[config.mk]
export PLATFORM = sky130hd
export DESIGN_NAME = dop_point
export DESIGN_NICKNAME = d
export VERILOG_FILES = /design/src/common/dop_pkg.sv /design/src/dop_point.sv
export VERILOG_INCLUDE_DIRS = /design/src /design/src/common
export SDC_FILE = /design/constraint.sdc
export NUM_CORES = 1
export LEC_CHECK = 0
export BUFFER_PORTS_ARGS = -buffer_cell sky130_fd_sc_hd__buf_2
export CORE_UTILIZATION = 32
export DETAILED_ROUTE_END_ITERATION = 8
export MAX_ROUTING_LAYER = met4
export PLACE_DENSITY = 0.61
export SLEW_MARGIN = 20
export SYNTH_ARGS = -nofsm -noshare
export SYNTH_HDL_FRONTEND = slang
export SYNTH_SLANG_ARGS = --single-unit
[constraint.sdc]
create_clock -name clk -period 3 [get_ports clk]
set_input_delay 0 -clock clk [delete_from_list [all_inputs] [get_ports clk]]
set_output_delay 0 -clock clk [all_outputs]
set_load 0.01 [all_outputs]
[src/common/dop_consts.svh]
// Constants for the digital output point: field widths, defaults, timing.
`ifndef DOP_CONSTS_SVH
`define DOP_CONSTS_SVH

`define DOP_CLK_HZ         25000000
`define DOP_TICK_MS        100
`define DOP_TICK_CYCLES    ((`DOP_CLK_HZ / 1000) * `DOP_TICK_MS)
`define DOP_TICKS_PER_SEC  10
`define DOP_NUM_CHANNELS   32
`define DOP_MAX_GROUP      8
`define DOP_FIRST_CH_DEF   8'h01
`define DOP_GROUP_DEF      4'h1
`define DOP_CODE_OFF       8'h00
`define DOP_CODE_ON        8'h01
`define DOP_STAT_OK        8'h00
`define DOP_STAT_CFG_CHG   8'h03
`define DOP_STAT_CRC_ERR   8'h04
`define DOP_CRC_POLY       16'hA001
`define DOP_CRC_INIT       16'hFFFF
`define DOP_TAG_LEN        15
`define DOP_DESC_LEN       30
`define DOP_ASCII_LO       8'h20
`define DOP_ASCII_HI       8'h7E

`endif

[src/common/dop_pkg.sv]
// Types shared by the digital output point.
`default_nettype none
package dop_pkg;
    typedef enum logic [1:0] {
        DOP_RPT_NO,
        DOP_RPT_LOW,
        DOP_RPT_HIGH
    } dop_report_t;

    typedef struct packed {
        logic [31:0] chan_out;
        logic [7:0]  value;
        logic        active;
        logic [15:0] pulse_left;
        logic        pulsing;
        logic [23:0] tick_div;
        logic [3:0]  sec_div;
        logic [7:0]  interval_sec;
        logic        interval_due;
        logic        change_pend;
        logic        offline_seen;
        logic [31:0] last_change;
        logic [31:0] now_ticks;
        logic [15:0] crc;
        logic [15:0] crc_ref;
        logic        crc_ref_valid;
        logic [63:0] cfg_last;
        logic [7:0]  status;
        logic        cos_valid;
        logic        cos_high;
        logic [7:0]  cos_value;
        logic [7:0]  raw;
        logic        tag_ok;
        logic        desc_ok;
    } dop_state_t;
endpackage

`default_nettype wire

[src/dop_point.sv]
// Digital output point: command mapping, pulsing, fallback, reports, CRC.
`timescale 1ns/100ps
`default_nettype none
`include "dop_consts.svh"

module dop_point
    import dop_pkg::*;
#(
    parameter int TICK_CYCLES = `DOP_TICK_CYCLES
) (
    input  wire logic        clk,
    input  wire logic        reset,
    input  wire logic [7:0]  first_channel,
    input  wire logic [3:0]  channel_count,
    input  wire logic [7:0]  deactivate_code,
    input  wire logic [7:0]  activate_code,
    input  wire logic        contact_sense,
    input  wire logic [15:0] pulse_tenths,
    input  wire logic [7:0]  offline_fallback_value,
    input  wire logic        link_watchdog_enable,
    input  wire logic        link_watchdog_offline,
    input  wire dop_report_t report_priority,
    input  wire logic [7:0]  max_interval_sec,
    input  wire logic        cmd_valid,
    input  wire logic [7:0]  cmd_value,
    input  wire logic        cos_request,
    input  wire logic        cfg_write,
    input  wire logic [7:0]  tag_addr,
    input  wire logic [7:0]  tag_wdata,
    input  wire logic        tag_we,
    input  wire logic [7:0]  desc_addr,
    input  wire logic [7:0]  desc_wdata,
    input  wire logic        desc_we,
    output logic [31:0] chan_out,
    output logic [7:0]  value,
    output logic [7:0]  raw_channel_bits,
    output logic [7:0]  point_status_code,
    output logic [31:0] last_change_time,
    output logic [15:0] config_crc,
    output logic        cos_valid,
    output logic        cos_high,
    output logic [7:0]  cos_value,
    output logic        tag_ok,
    output logic        desc_ok
);

    // Divider counter is 24 bits wide and needs at least two states
    if (TICK_CYCLES < 2 || TICK_CYCLES > 24'hFF_FFFF) begin : g_tick_chk
        $error("dop_point: TICK_CYCLES out of range");
    end

    localparam logic [23:0] TICK_LAST = 24'(TICK_CYCLES - 1);

    // ------------------------------------------------------------------
    // Storage for tag and description text
    // ------------------------------------------------------------------
    logic [7:0] tag_mem  [`DOP_TAG_LEN];
    logic [7:0] desc_mem [`DOP_DESC_LEN];
    logic       tag_wr_ok;
    logic       desc_wr_ok;

    // Only printable bytes inside the field are accepted
    assign tag_wr_ok = tag_we && tag_addr < 8'(`DOP_TAG_LEN)
        && tag_wdata >= `DOP_ASCII_LO && tag_wdata <= `DOP_ASCII_HI;
    assign desc_wr_ok = desc_we && desc_addr < 8'(`DOP_DESC_LEN)
        && desc_wdata >= `DOP_ASCII_LO && desc_wdata <= `DOP_ASCII_HI;

    // Text arrays hold no reset; they are loaded by configuration
    always_ff @(posedge clk) begin
        if (tag_wr_ok) begin
            tag_mem[tag_addr[3:0]] <= tag_wdata;
        end
        if (desc_wr_ok) begin
            desc_mem[desc_addr[4:0]] <= desc_wdata;
        end
    end

    // ------------------------------------------------------------------
    // State
    // ------------------------------------------------------------------
    dop_state_t st_reg;
    dop_state_t st_next;

    logic [63:0] cfg_word;
    logic [7:0]  new_value;
    logic        new_valid;
    logic        tick;
    logic        sec_tick;
    logic [15:0] crc_calc;
    logic [7:0]  group_mask;
    logic [7:0]  level_bits;
    logic [31:0] spread;
    logic [7:0]  first_idx;
    logic        rpt_on;
    logic        off_edge;

    // ------------------------------------------------------------------
    // Configuration checksum and command selection
    // ------------------------------------------------------------------
    // Static configuration packed for checksum and change detection
    assign cfg_word = {first_channel, 4'h0, channel_count, deactivate_code,
                       activate_code, 7'h00, contact_sense, pulse_tenths,
                       offline_fallback_value};

    // Bitwise CRC-16 over eight bytes, evaluated combinationally
    function automatic logic [15:0] crc16(input logic [63:0] d);
        logic [15:0] c;
        c = `DOP_CRC_INIT;
        for (int i = 0; i < 64; i++) begin
            c = c ^ {15'h0000, d[i]};
            c = c[0] ? ((c >> 1) ^ `DOP_CRC_POLY) : (c >> 1);
        end
        return c;
    endfunction

    assign crc_calc = crc16(cfg_word);
    assign rpt_on   = report_priority != DOP_RPT_NO;
    assign off_edge = link_watchdog_offline && !st_reg.offline_seen;

    // Command source choice; offline fallback overrides a command
    always_comb begin
        new_valid = 1'b0;
        new_value = st_reg.value;
        if (cmd_valid) begin
            new_valid = 1'b1;
            new_value = cmd_value;
        end
        if (off_edge && link_watchdog_enable) begin
            new_valid = 1'b1;
            new_value = offline_fallback_value;
        end
        // Offline with no watchdog configured changes nothing
    end

    // ------------------------------------------------------------------
    // Channel mapping
    // ------------------------------------------------------------------
    // Group mask and offset of the first channel; an out-of-range first
    // channel falls back to channel 1 rather than losing the group
    always_comb begin
        group_mask = 8'h00;
        for (int i = 0; i < `DOP_MAX_GROUP; i++) begin
            if (4'(i) < channel_count) begin
                group_mask[i] = 1'b1;
            end
        end
        first_idx  = (first_channel == 8'h00 || first_channel > 8'd32)
            ? 8'h00 : first_channel - 8'h01;
    end

    // ------------------------------------------------------------------
    // Next state and state register
    // ------------------------------------------------------------------
    // Next state
    always_comb begin
        st_next = st_reg;
        tick = st_reg.tick_div == TICK_LAST;
        sec_tick = tick && st_reg.sec_div == 4'(`DOP_TICKS_PER_SEC - 1);
        // Base divider and second divider
        st_next.tick_div = tick ? 24'h00_0000 : st_reg.tick_div + 24'h00_0001;
        if (tick) begin
            st_next.now_ticks = st_reg.now_ticks + 32'h0000_0001;
            st_next.sec_div = sec_tick ? 4'h0 : st_reg.sec_div + 4'h1;
        end
        st_next.offline_seen = link_watchdog_offline;

        // Pulse countdown in tenths of a second
        if (st_reg.pulsing && tick) begin
            if (st_reg.pulse_left <= 16'h0001) begin
                st_next.pulsing = 1'b0;
                st_next.active  = 1'b0;
                st_next.value   = deactivate_code;
                st_next.change_pend = rpt_on;
                st_next.last_change = st_reg.now_ticks;
            end else begin
                st_next.pulse_left = st_reg.pulse_left - 16'h0001;
            end
        end

        // Commands drive the output only on an exact code match; the offline
        // fallback is forced even when it is neither of the two codes
        if (new_valid && (new_value == activate_code
                || new_value == deactivate_code
                || (off_edge && link_watchdog_enable))) begin
            st_next.active = new_value == activate_code;
            if (new_value != st_reg.value) begin
                st_next.change_pend = rpt_on;
                st_next.last_change = st_reg.now_ticks;
            end
            st_next.value = new_value;
            st_next.pulsing = new_value == activate_code
                && pulse_tenths != 16'h0000;
            st_next.pulse_left = pulse_tenths;
        end
        // Levels follow the resolved state, inverted for closed contacts
        level_bits = (st_next.active ^ contact_sense) ? group_mask
            : 8'h00;
        spread = 32'({24'h00_0000, level_bits} << first_idx[4:0]);
        st_next.chan_out = spread;
        st_next.raw = level_bits;

        // Interval resend counted in seconds, only when reporting
        if (!rpt_on || max_interval_sec == 8'h00) begin
            st_next.interval_sec = 8'h00;
            st_next.interval_due = 1'b0;
        end else if (sec_tick && !st_reg.interval_due) begin
            if (st_reg.interval_sec + 8'h01 >= max_interval_sec) begin
                st_next.interval_due = 1'b1;
            end else begin
                st_next.interval_sec = st_reg.interval_sec + 8'h01;
            end
        end
        if (!rpt_on) begin
            st_next.change_pend = 1'b0;
        end

        // Answer to a change-of-state request, one pulse
        st_next.cos_valid = 1'b0;
        if (cos_request && rpt_on
                && (st_reg.change_pend || st_reg.interval_due)) begin
            st_next.cos_valid = 1'b1;
            st_next.cos_high = report_priority == DOP_RPT_HIGH;
            st_next.cos_value = st_reg.value;
            st_next.interval_sec = 8'h00;
            st_next.interval_due = 1'b0;
            // A change arriving now is kept for the next request
            st_next.change_pend = st_next.value != st_reg.value;
        end

        // Checksum upkeep and status code
        st_next.crc = crc_calc;
        st_next.cfg_last = cfg_word;
        if (!st_reg.crc_ref_valid || cfg_write) begin
            st_next.crc_ref = crc_calc;
            st_next.crc_ref_valid = 1'b1;
        end
        if (cfg_word != st_reg.cfg_last && st_reg.crc_ref_valid) begin
            st_next.status = `DOP_STAT_CFG_CHG;
        end else if (cfg_write) begin
            st_next.status = `DOP_STAT_OK;
        end else if (st_reg.crc_ref_valid && st_reg.crc != st_reg.crc_ref
                && st_reg.status != `DOP_STAT_CFG_CHG) begin
            st_next.status = `DOP_STAT_CRC_ERR;
        end
        if (tag_wr_ok) begin
            st_next.tag_ok = 1'b1;
        end
        if (desc_wr_ok) begin
            st_next.desc_ok = 1'b1;
        end
    end

    // Single register bank for all state except the tag and description text arrays
    always_ff @(posedge clk) begin
        if (reset) begin
            st_reg <= '0;
            st_reg.value <= `DOP_CODE_OFF;
            st_reg.crc <= `DOP_CRC_INIT;
            st_reg.crc_ref <= `DOP_CRC_INIT;
            st_reg.status <= `DOP_STAT_OK;
        end else begin
            st_reg <= st_next;
        end
    end

    // ------------------------------------------------------------------
    // Outputs
    // ------------------------------------------------------------------
    // Outputs straight from the state register
    assign chan_out          = st_reg.chan_out;
    assign value             = st_reg.value;
    assign raw_channel_bits  = st_reg.raw;
    assign point_status_code = st_reg.status;
    assign last_change_time  = st_reg.last_change;
    assign config_crc        = st_reg.crc;
    assign cos_valid         = st_reg.cos_valid;
    assign cos_high          = st_reg.cos_high;
    assign cos_value         = st_reg.cos_value;
    assign tag_ok            = st_reg.tag_ok;
    assign desc_ok           = st_reg.desc_ok;

endmodule

`default_nettype wire

# ---- Yosys cells after proc, flatten, opt, wreduce, memory -nomap -nowiden
# Index checks and enable logic that the tools add are counted.
dict set report op_classes {
  bitwise 119
  eq_ne 11
  n_reduce_logical 42
  n_lt_le_gt_ge 17
  n_mux 98
  n_addsub 6
  shifts 1
}
# op n
set ops {}
lappend ops {{two-way mux 16 bit} 65}
lappend ops {{bitwise XOR 16 x 1 -> 16 bit} 52}
lappend ops {{NOT 2 -> 3 bit} 64}
lappend ops {{two-way mux 32 bit} 4}
lappend ops {{!= test 64 bit} 1}
lappend ops {{two-way mux 26 bit} 2}
lappend ops {{adder 32 x 1 -> 32 bit, second input constant} 1}
lappend ops {{<< shifter 8 x 5 -> 32 bit} 1}
lappend ops {{adder 24 x 1 -> 24 bit, second input constant} 1}
lappend ops {{equality test 24 x 22 -> 1 bit, second input constant} 1}
lappend ops {{two-way mux 8 bit} 3}
lappend ops {{logical AND 1 bit} 18}
lappend ops {{two-way mux 1 bit} 17}
lappend ops {{equality test 8 bit} 2}
lappend ops {{>= comparator 8 x 6 -> 1 bit, second input constant} 2}
lappend ops {{<= comparator 16 x 1 -> 1 bit, second input constant} 1}
lappend ops {{<= comparator 8 x 7 -> 1 bit, second input constant} 2}
lappend ops {{logical NOT 8 bit} 2}
lappend ops {{< comparator 3 x 4 -> 1 bit, first input constant} 4}
lappend ops {{!= test 16 bit} 1}
lappend ops {{!= test 8 bit} 2}
lappend ops {{NOT 1 -> 16 bit} 1}
lappend ops {{nonzero test 16 bit} 1}
lappend ops {{subtractor 16 x 1 -> 16 bit, second input constant} 1}
lappend ops {{27 further kinds} 45}
dict set report word_totals {
  ff_bits 281
  out_inout_bits 116
  elab_cells 320
  in_bits 112
}

# ---- Depth between registers and ports, before layout
# Gate-level depths: netlist of run 1.
dict set report depth {
  word_depth 181
  ltp_mapped 15
}

# ---- Least setup slack after synthesis of run 1
# No wires, ideal clock.
dict set report synth_timing {
  kind {flip-flop to flip-flop}
  from {register st_reg[192] in the netlist's numbering}
  to {register st_reg[193] in the netlist's numbering}
  path_stages_with_launch 13
  path_slack_ps 218
  path_buffers 1
  setup_time_ps 123
  arrival_time_ps 2659
  synth_period_minus_slack_ps 2782
  path_cell_list {dfxtp_1 ha_1 ha_1 a21o_1 a21o_1 a21o_1 a21o_1 a21o_1 a21o_1 a211oi_1 buf_2 mux2i_1 nor2_1}
}
dict set report synth_between {
  elab_chain_len 4
}
# item line_no
set synth_lines {}
lappend synth_lines {{from (decl)} dop_point.sv:81} ;# dop_state_t st_reg;
lappend synth_lines {{from (signal assigned)} dop_point.sv:262} ;# st_reg <= st_next;
lappend synth_lines {{adder 8 x 1 -> 8 bit (*)} {dop_point.sv:207, dop_point.sv:210}}
lappend synth_lines {{>= comparator 8 bit} dop_point.sv:207} ;# if (st_reg.interval_sec + 8'h01 >= max_interval_sec) begin
lappend synth_lines {{NOT 1 bit (no source line)} --}
lappend synth_lines {{AND reduction 2 bit (no source line)} --}
# Mark *: on every way between the ends. The rest lies on a longest branch, timed or not.
# A chain may end at the register's enable or synchronous reset.

# ---- Worst setup path in the final report of run 1
dict set report layout_timing {
  from {register st_reg[189] in the netlist's numbering}
  to {register st_reg (netlist bit chan_out[8])}
}
dict set report layout_between {
  elab_chain_len 12
  elab_cells_between_ends 14
  cone_classes {eq/ne (2); shift (1); mux (4); bitwise (1); reduce/logical (6)}
}
# item line_no
set layout_lines {}
lappend layout_lines {{logical NOT 1 bit (*)} dop_point.sv:118} ;# assign off_edge = link_watchdog_offline && !st_reg.offline_seen;
lappend layout_lines {{logical AND 1 bit (*)} dop_point.sv:118}
lappend layout_lines {{logical AND 1 bit (*)} {dop_point.sv:128, dop_point.sv:184}}
lappend layout_lines {{two-way mux 8 bit} dop_point.sv:128} ;# if (off_edge && link_watchdog_enable) begin
lappend layout_lines {{equality test 8 bit, on equally long branches} {dop_point.sv:182, dop_point.sv:185, dop_point.sv:183}}
lappend layout_lines {{logical OR 1 bit} dop_point.sv:183} ;# || new_value == deactivate_code
lappend layout_lines {{logical OR 1 bit} dop_point.sv:184} ;# || (off_edge && link_watchdog_enable))) begin
lappend layout_lines {{logical AND 1 bit} dop_point.sv:182} ;# if (new_valid && (new_value == activate_code
lappend layout_lines {{two-way mux 26 bit (*)} dop_point.sv:182}
lappend layout_lines {{bitwise XOR 1 bit (*)} dop_point.sv:196} ;# level_bits = (st_next.active ^ contact_sense) ? group_mask
lappend layout_lines {{two-way mux 8 bit (*)} dop_point.sv:196}
lappend layout_lines {{<< shifter 8 x 5 -> 32 bit (*)} dop_point.sv:198} ;# spread = 32'({24'h00_0000, level_bits} << first_idx[4:0]);
# Marked as above.

==> results of run 1 <==
## synthesized netlist by cell type (16+ instances only)
| cell type | instances | area [um^2] |
|---|---|---|
| a211oi_1 | 32 | 240 |
| a21oi_1 | 46 | 230 |
| and3_1 | 19 | 119 |
| buf_2 | 20 | 100 |
| buf_4 | 115 | 863 |
| clkbuf_1 | 55 | 206 |
| dfxtp_1 | 269 | 5390 |
| ha_1 | 20 | 250 |
| inv_1 | 33 | 124 |
| mux2i_1 | 38 | 380 |
| nand2_1 | 104 | 390 |
| nand3_1 | 28 | 140 |
| nand4_1 | 35 | 219 |
| nor2_1 | 189 | 709 |
| nor2b_1 | 45 | 282 |
| nor3_1 | 17 | 85.1 |
| nor4_1 | 25 | 156 |
| o21ai_0 | 31 | 155 |
| or3_1 | 16 | 100 |
| xnor2_1 | 167 | 1460 |
| xor2_1 | 119 | 1040 |
## power breakdown
group	switching, uW	internal (uW)	leakage (uW)
logic	1470	1350	0.00460
registers	151	3840	0.00220
clock network	1640	2520	0.000551
## final cells by class
type	instances	share of cell area
multi-input combinational	1081	0.429
sequential	269	0.310
timing repair buffer	371	0.145
clock buffer	32	0.0449
tap	585	0.0422
clock inverter	26	0.0203
inverter	34	0.00736
antenna	8	0.00115
## final timing paths
kind	slack, ns	to	start
max	0.03	chan_out[8]	st_reg[189]
min	0.09	cos_value[1]	cos_request
max reg2reg	0.03	chan_out[8]	st_reg[189]
min reg2reg	0.46	st_reg[204]	st_reg[204]
## cells by family (layout without fill, tap and decap cells)
family,count (synthesis),count (layout),synth area share
AND/OR/NAND/NOR,540,540,0.191
XOR/XNOR,293,293,0.187
flip-flops,269,269,0.383
buffers and inverters,233,463,0.0989
AO/OA/AOI/OAI,170,170,0.0791
multiplexers,50,50,0.0404
adder cells (fa/ha/maj),23,23,0.0199
other,1,13,0.000267
## critical path, stage by stage, from the launching register on
cell and delay, ns:
dfxtp_2 0.32, nand3b_1 0.18, buf_6 0.20, mux2i_4 0.28
xor2_1 0.17, nand2_1 0.10, nor4_4 0.30, o21a_1 0.16
a31oi_1 0.04, buf_4 0.16, xor2_1 0.14, buf_4 0.17
or3b_4 0.37, buf_6 0.15, a211oi_2 0.13
## per-layer routing
| metal | part of all wire | track usage |
|---|---|---|
| met1 | 0.45 | 0.207 |
| met2 | 0.48 | 0.288 |
| met3 | 0.042 | 0.0264 |
| met4 | 0.028 | 0.0615 |
| met5 | 0 | - |
## repair_timing
item / in CTS / in global routing
gates cloned: 1 / 5
buffers inserted: 3 / 7
pin swaps: 0 / 7
setup endpoints to repair: 19 / 86
endpoints found under the hold margin: 153 / 0
resized for setup: 2 / 28
hold buffers: 71 / 0
## through the flow
step / area (um^2) / cells / total power, uW / worst slack, ns
final: 17400 / 2406 / 11000 / 0.0289
after global routing: 17400 / 2406 / 11500 / -0.128
after CTS: 17000 / 2386 / 11100 / 0.000226
after detailed placement: 15200 / 2253 / 6760 / -0.0369
after global placement: 15200 / 2253 / 6690 / 0.0134
after floorplan: 14100 / 1583 / 6220 / 0.218
==> metrics.md, run 1 <==
| Metric | Value |
|---|---|
| Vias per cell | 4.63 |
| Final hold vios | 0 |
| CP Max Fanout | 11 |
| CTS tree | built |
| Std cell rows | 76 |
| Final Core Density | 0.401 |
| Peak supply drop | 0.426 mV |
| Most common cell after layout, fill and taps aside | dfxtp_1 |
| Final Wtd Congestion | 0.876 |
| Status | finished clean |
| Final Cycle Share | 0.990 |
| CTS Buf Count | 31 |
| Lkg Pwr | ~0.0074 uW |
| Final nets | 1920 |
| Die height | 212 um |
| First-pass GRT wire length | 59300 um |
| Critical path type | register to register |
| Crit start category | register |
| Synth Flop Type | dfxtp_1 |
| Root buf cell | clkbuf_16 |
| Setup violations, final | 0 |
| Via Count | roughly 11k |
| Clock Sinks | 269 |
| Placed wire-length estimate | roughly 27000 um |
| Max Fclk | 0.337 GHz |
| Worst-margin pin slew | 0.794 ns |
| Vias in the first global route | 11.1k |
| Drt total wl | 38300 um |
| Register area | ~5400 um^2 |
| Sum Neg Setup Slack | 0 ns |
| Initial DRC count | 521 |
| Syn Inst Count | between 1.5k and 2k |
| Fillers | between 4k and 5k |
| RSZ-0062 raised after global routing | true |
| Yosys warning total | 0 |
| Syn Area/Cell | 8.91 um^2 |
| Commonest non-fill, non-tap cells in the layout | dfxtp_1 (268), buf_2 (221), nor2_1 (189), xnor2_1 (164), xor2_1 (119) |
| H-tree depth | 1 |
| Number of placed I/O pins | 228 |
| Port Buffers | 221 |
| Worst-Skew Late Latency | 0.58 ns |
| Routed WL per cell | 15.9 um |
| Gr ovfl total | 0 |
| Starting density of the core | 0.325 |
| CP Capture Type | register |
| Sequential-to-total area share from yosys stat | 0.383 |
| Period minus WS final | 2.97 ns |
| Post-synth EDFFs | 0 |
| Max cap viols | 0 |
| Final hold slack | 0.0934 ns |
| Total GRT Usage | 0.171 |
| FF+latch count, synth | between 200 and 300 |
| Remaining DRCs | 0 |
| Largest register FFs | 159 |
| Antenna violations before repair | 8 |
| Hold depth | 5 |
| Worst r2r path cells | 14 |
| Clock tree buffer depth | 3 |
| Worst min-delay path class | input port to register |
| Final Max Slew Viols | 0 |
| Share of cells above drive strength 1 | 0.232 |
| Slew margin rel. | 0.464 |
| Synth Cell Area | 14100 um^2 |
| Arr. time, crit path | 3.46 ns |
| Largest net degree at the start of global routing | between 80 and 90 |
| Power Dens Cells | 632 nW/um^2 |
| Req. time, crit path | 3.49 ns |
| Distinct cells, synth | 78 |
| Core Footprint | 43300 um^2 |
| Clk_skew | around 0.019 ns |
| Die W | 212 um |
| Synth async-reset ratio | 0 |
| Post-route ant nets | 0 |
| Clock transition at path regs | 0.06 ns |
| Area taken by multi-input logic gates | ~7400 um^2 |
| Area Growth Syn to Fin | 23.3% |
| First-pass iteration count of the detailed router | 5 |
| DIE AREA | approximately 45000 um^2 |
Note: power is estimated with default switching activity, not from simulation.
==> run 2: changes to the inputs <==
Settings changed: CORE_MARGIN set to 4.
==> metrics.md, run 2 (synthesized netlist as in run 1, its figures left out) <==
| Metric | Value |
|---|---|
| Status | finished clean |
| Clock transition at path regs | roughly 0.07 ns |
| Clock power share | 0.372 |
| Setup violations, final | 0 |
| R2r startpoint | st_reg[189] |
| Final Non-Filler Cells | 2387 |
| DIE AREA | 47400 um^2 |
| CTS tree | built |
| Worst-margin pin slew | 0.741 ns |
| H-tree depth | 1 |
| Critical path type | register to register |
| Worst r2r path cells | 13 |
| Area Growth Syn to Fin | 21.9% |
| Met1 Routed Length | 16700 um |
| Largest register FFs | 159 |
| Die height | 218 um |
| Core Footprint | around 43000 um^2 |
| Gr ovfl total | 0 |
| CTS Buf Count | 31 |
| RSZ-0062 raised after global routing | true |
| Final Cycle Share | 0.964 |
| Final hold vios | 0 |
| Total GRT Usage | 0.157 |
| Worst min-delay path class | input port to register |
| Clock tree buffer depth | 3 |
| Placed cells | 2245 |
| CP Capture Type | register |
| Port Buffers | ~220 |
| Reg power frac | 0.362 |
| Lkg Pwr | 0.00724 uW |
| First element of the critical path | st_reg[189] |
| Final Core Density | 0.396 |
| Most common cell after layout, fill and taps aside | dfxtp_1 |
| Via Count | 10.9k |
| First-pass iteration count of the detailed router | 4 |
| Initial DRC count | 449 |
| Largest net degree at the start of global routing | 64 |
| Die W | 218 um |
| Arr. time, crit path | roughly 3.3 ns |
| Req. time, crit path | roughly 3.4 ns |
| Met2 wire length | approximately 18000 um |
| Peak supply drop | ~0.75 mV |
| Placed Area | 15100 um^2 |
| Routed WL per cell | 15.6 um |
| Post-route ant nets | 0 |
| Antenna violations before repair | 8 |
| Vias in the first global route | 11.0k |
| Sw Share | 0.291 |
| Std cell rows | 76 |
| First-pass GRT wire length | 58800 um |
| Worst-Skew Late Latency | 0.58 ns |
| Max cap viols | 0 |
| Final Max Slew Viols | 0 |
| Crit start category | register |
| CP Max Fanout | 33 |
| Met3 wire length | 1760 um |
| Pwr Total | between 10000 and 15000 uW |
| Number of placed I/O pins | 228 |
| Comb pwr share | 0.265 |
| Sum Neg Setup Slack | 0 ns |
| Placed wire-length estimate | between 20000 and 30000 um |
| Switching pwr | 3200 uW |
| Share of cells above drive strength 1 | 0.224 |
| Root buf cell | clkbuf_16 |
| Remaining DRCs | 0 |
| Power Dens Cells | 641 nW/um^2 |
| Internal | 7790 uW |
| Starting density of the core | 0.325 |
| Drt total wl | 37200 um |
| Final Wtd Congestion | between 0.8 and 0.9 |
| Max Fclk | about 0.35 GHz |
| Clock Sinks | 269 |
| Crit path capture | last_change_time[8] |
| Vias per cell | 4.57 |
| Slew margin rel. | 0.500 |
| Post-route cell area | 17100 um^2 |
| Final nets | 1901 |
| Reg2Reg Setup Slack | 0.11 ns |
| Reg-to-Reg End | last_change_time[8] |
| Period minus WS final | 2.89 ns |
| Commonest non-fill, non-tap cells in the layout | dfxtp_1 (268), buf_2 (220), nor2_1 (188), xnor2_1 (163), xor2_1 (118) |
| Top Layer Used | met4 |
| Clk_skew | 0.0303 ns |
==> run 2: area by class of cell <==
cell class,instances,area (um^2)
diodes,8,20.0
clock inverters,18,249
flip-flops and latches,269,5390
multi-input cells,1082,7460
fillers,4317,26100
well taps,585,732
repair buffers,351,2290
inverters,34,128
clock buffers,40,880
==> run 2: what timing repair did <==
item                       CTS  global route
gates cloned                 0             1
resized for setup            3            25
hold endpoints to repair   120             0
hold buffers                71             0
pin swaps                    0             4
setup buffers                0             4
setup endpoints to repair   13            63
==> run 2: worst min path at each step <==
| stage | start | to | slack (ns) | cells past startpoint |
|---|---|---|---|---|
| 2_1_floorplan | report_priority[0] | cos_high | 0.1 | 1 |
| 3_3_place_gp | report_priority[0] | cos_high | 0.22 | 2 |
| 3_5_place_dp | report_priority[0] | cos_high | 0.22 | 2 |
| 4_1_cts | max_interval_sec[2] | st_reg[191] | 0.01 | 5 |
| 5_1_grt | max_interval_sec[6] | st_reg[191] | 0.02 | 5 |
| 6_report | max_interval_sec[2] | st_reg[191] | 0.007 | 5 |
==> run 2: critical path, cell delays in order, from the launching register on <==
cell	delay [ns]
dfxtp_2	0.32
nand3b_1	0.19
buf_12	0.18
buf_4	0.17
o21ai_2	0.24
xnor2_1	0.21
nor4_4	0.08
buf_4	0.14
o21ai_2	0.23
and2_4	0.21
o21a_2	0.16
buf_12	0.22
mux2i_1	0.24
nor2_1	0.06
==> run 2: metal layers <==
layer,vias up,track usage
li1,5518,-
met1,5090,0.195
met2,224,0.265
met3,74,0.0293
met4,0,0.0371
met5,-,-
==> run 2: per-stage QoR <==
stage          hold slack, ns  worst slack, ns
2_1_floorplan          0.0966            0.218
3_3_place_gp            0.217          -0.0324
3_5_place_dp            0.218           -0.108
4_1_cts                0.0130           0.0237
5_1_grt                0.0171          -0.0604
6_report              0.00683            0.108
==> run 2: power by group through the flow <==
stage	registers, uW	clock network [uW]	logic, uW
after floorplan	4040	0	2180
after global routing	4010	4380	3190
final	3980	4090	2920
after CTS	3980	4210	2750
after detailed placement	4060	0	2660
after global placement	4060	0	2620
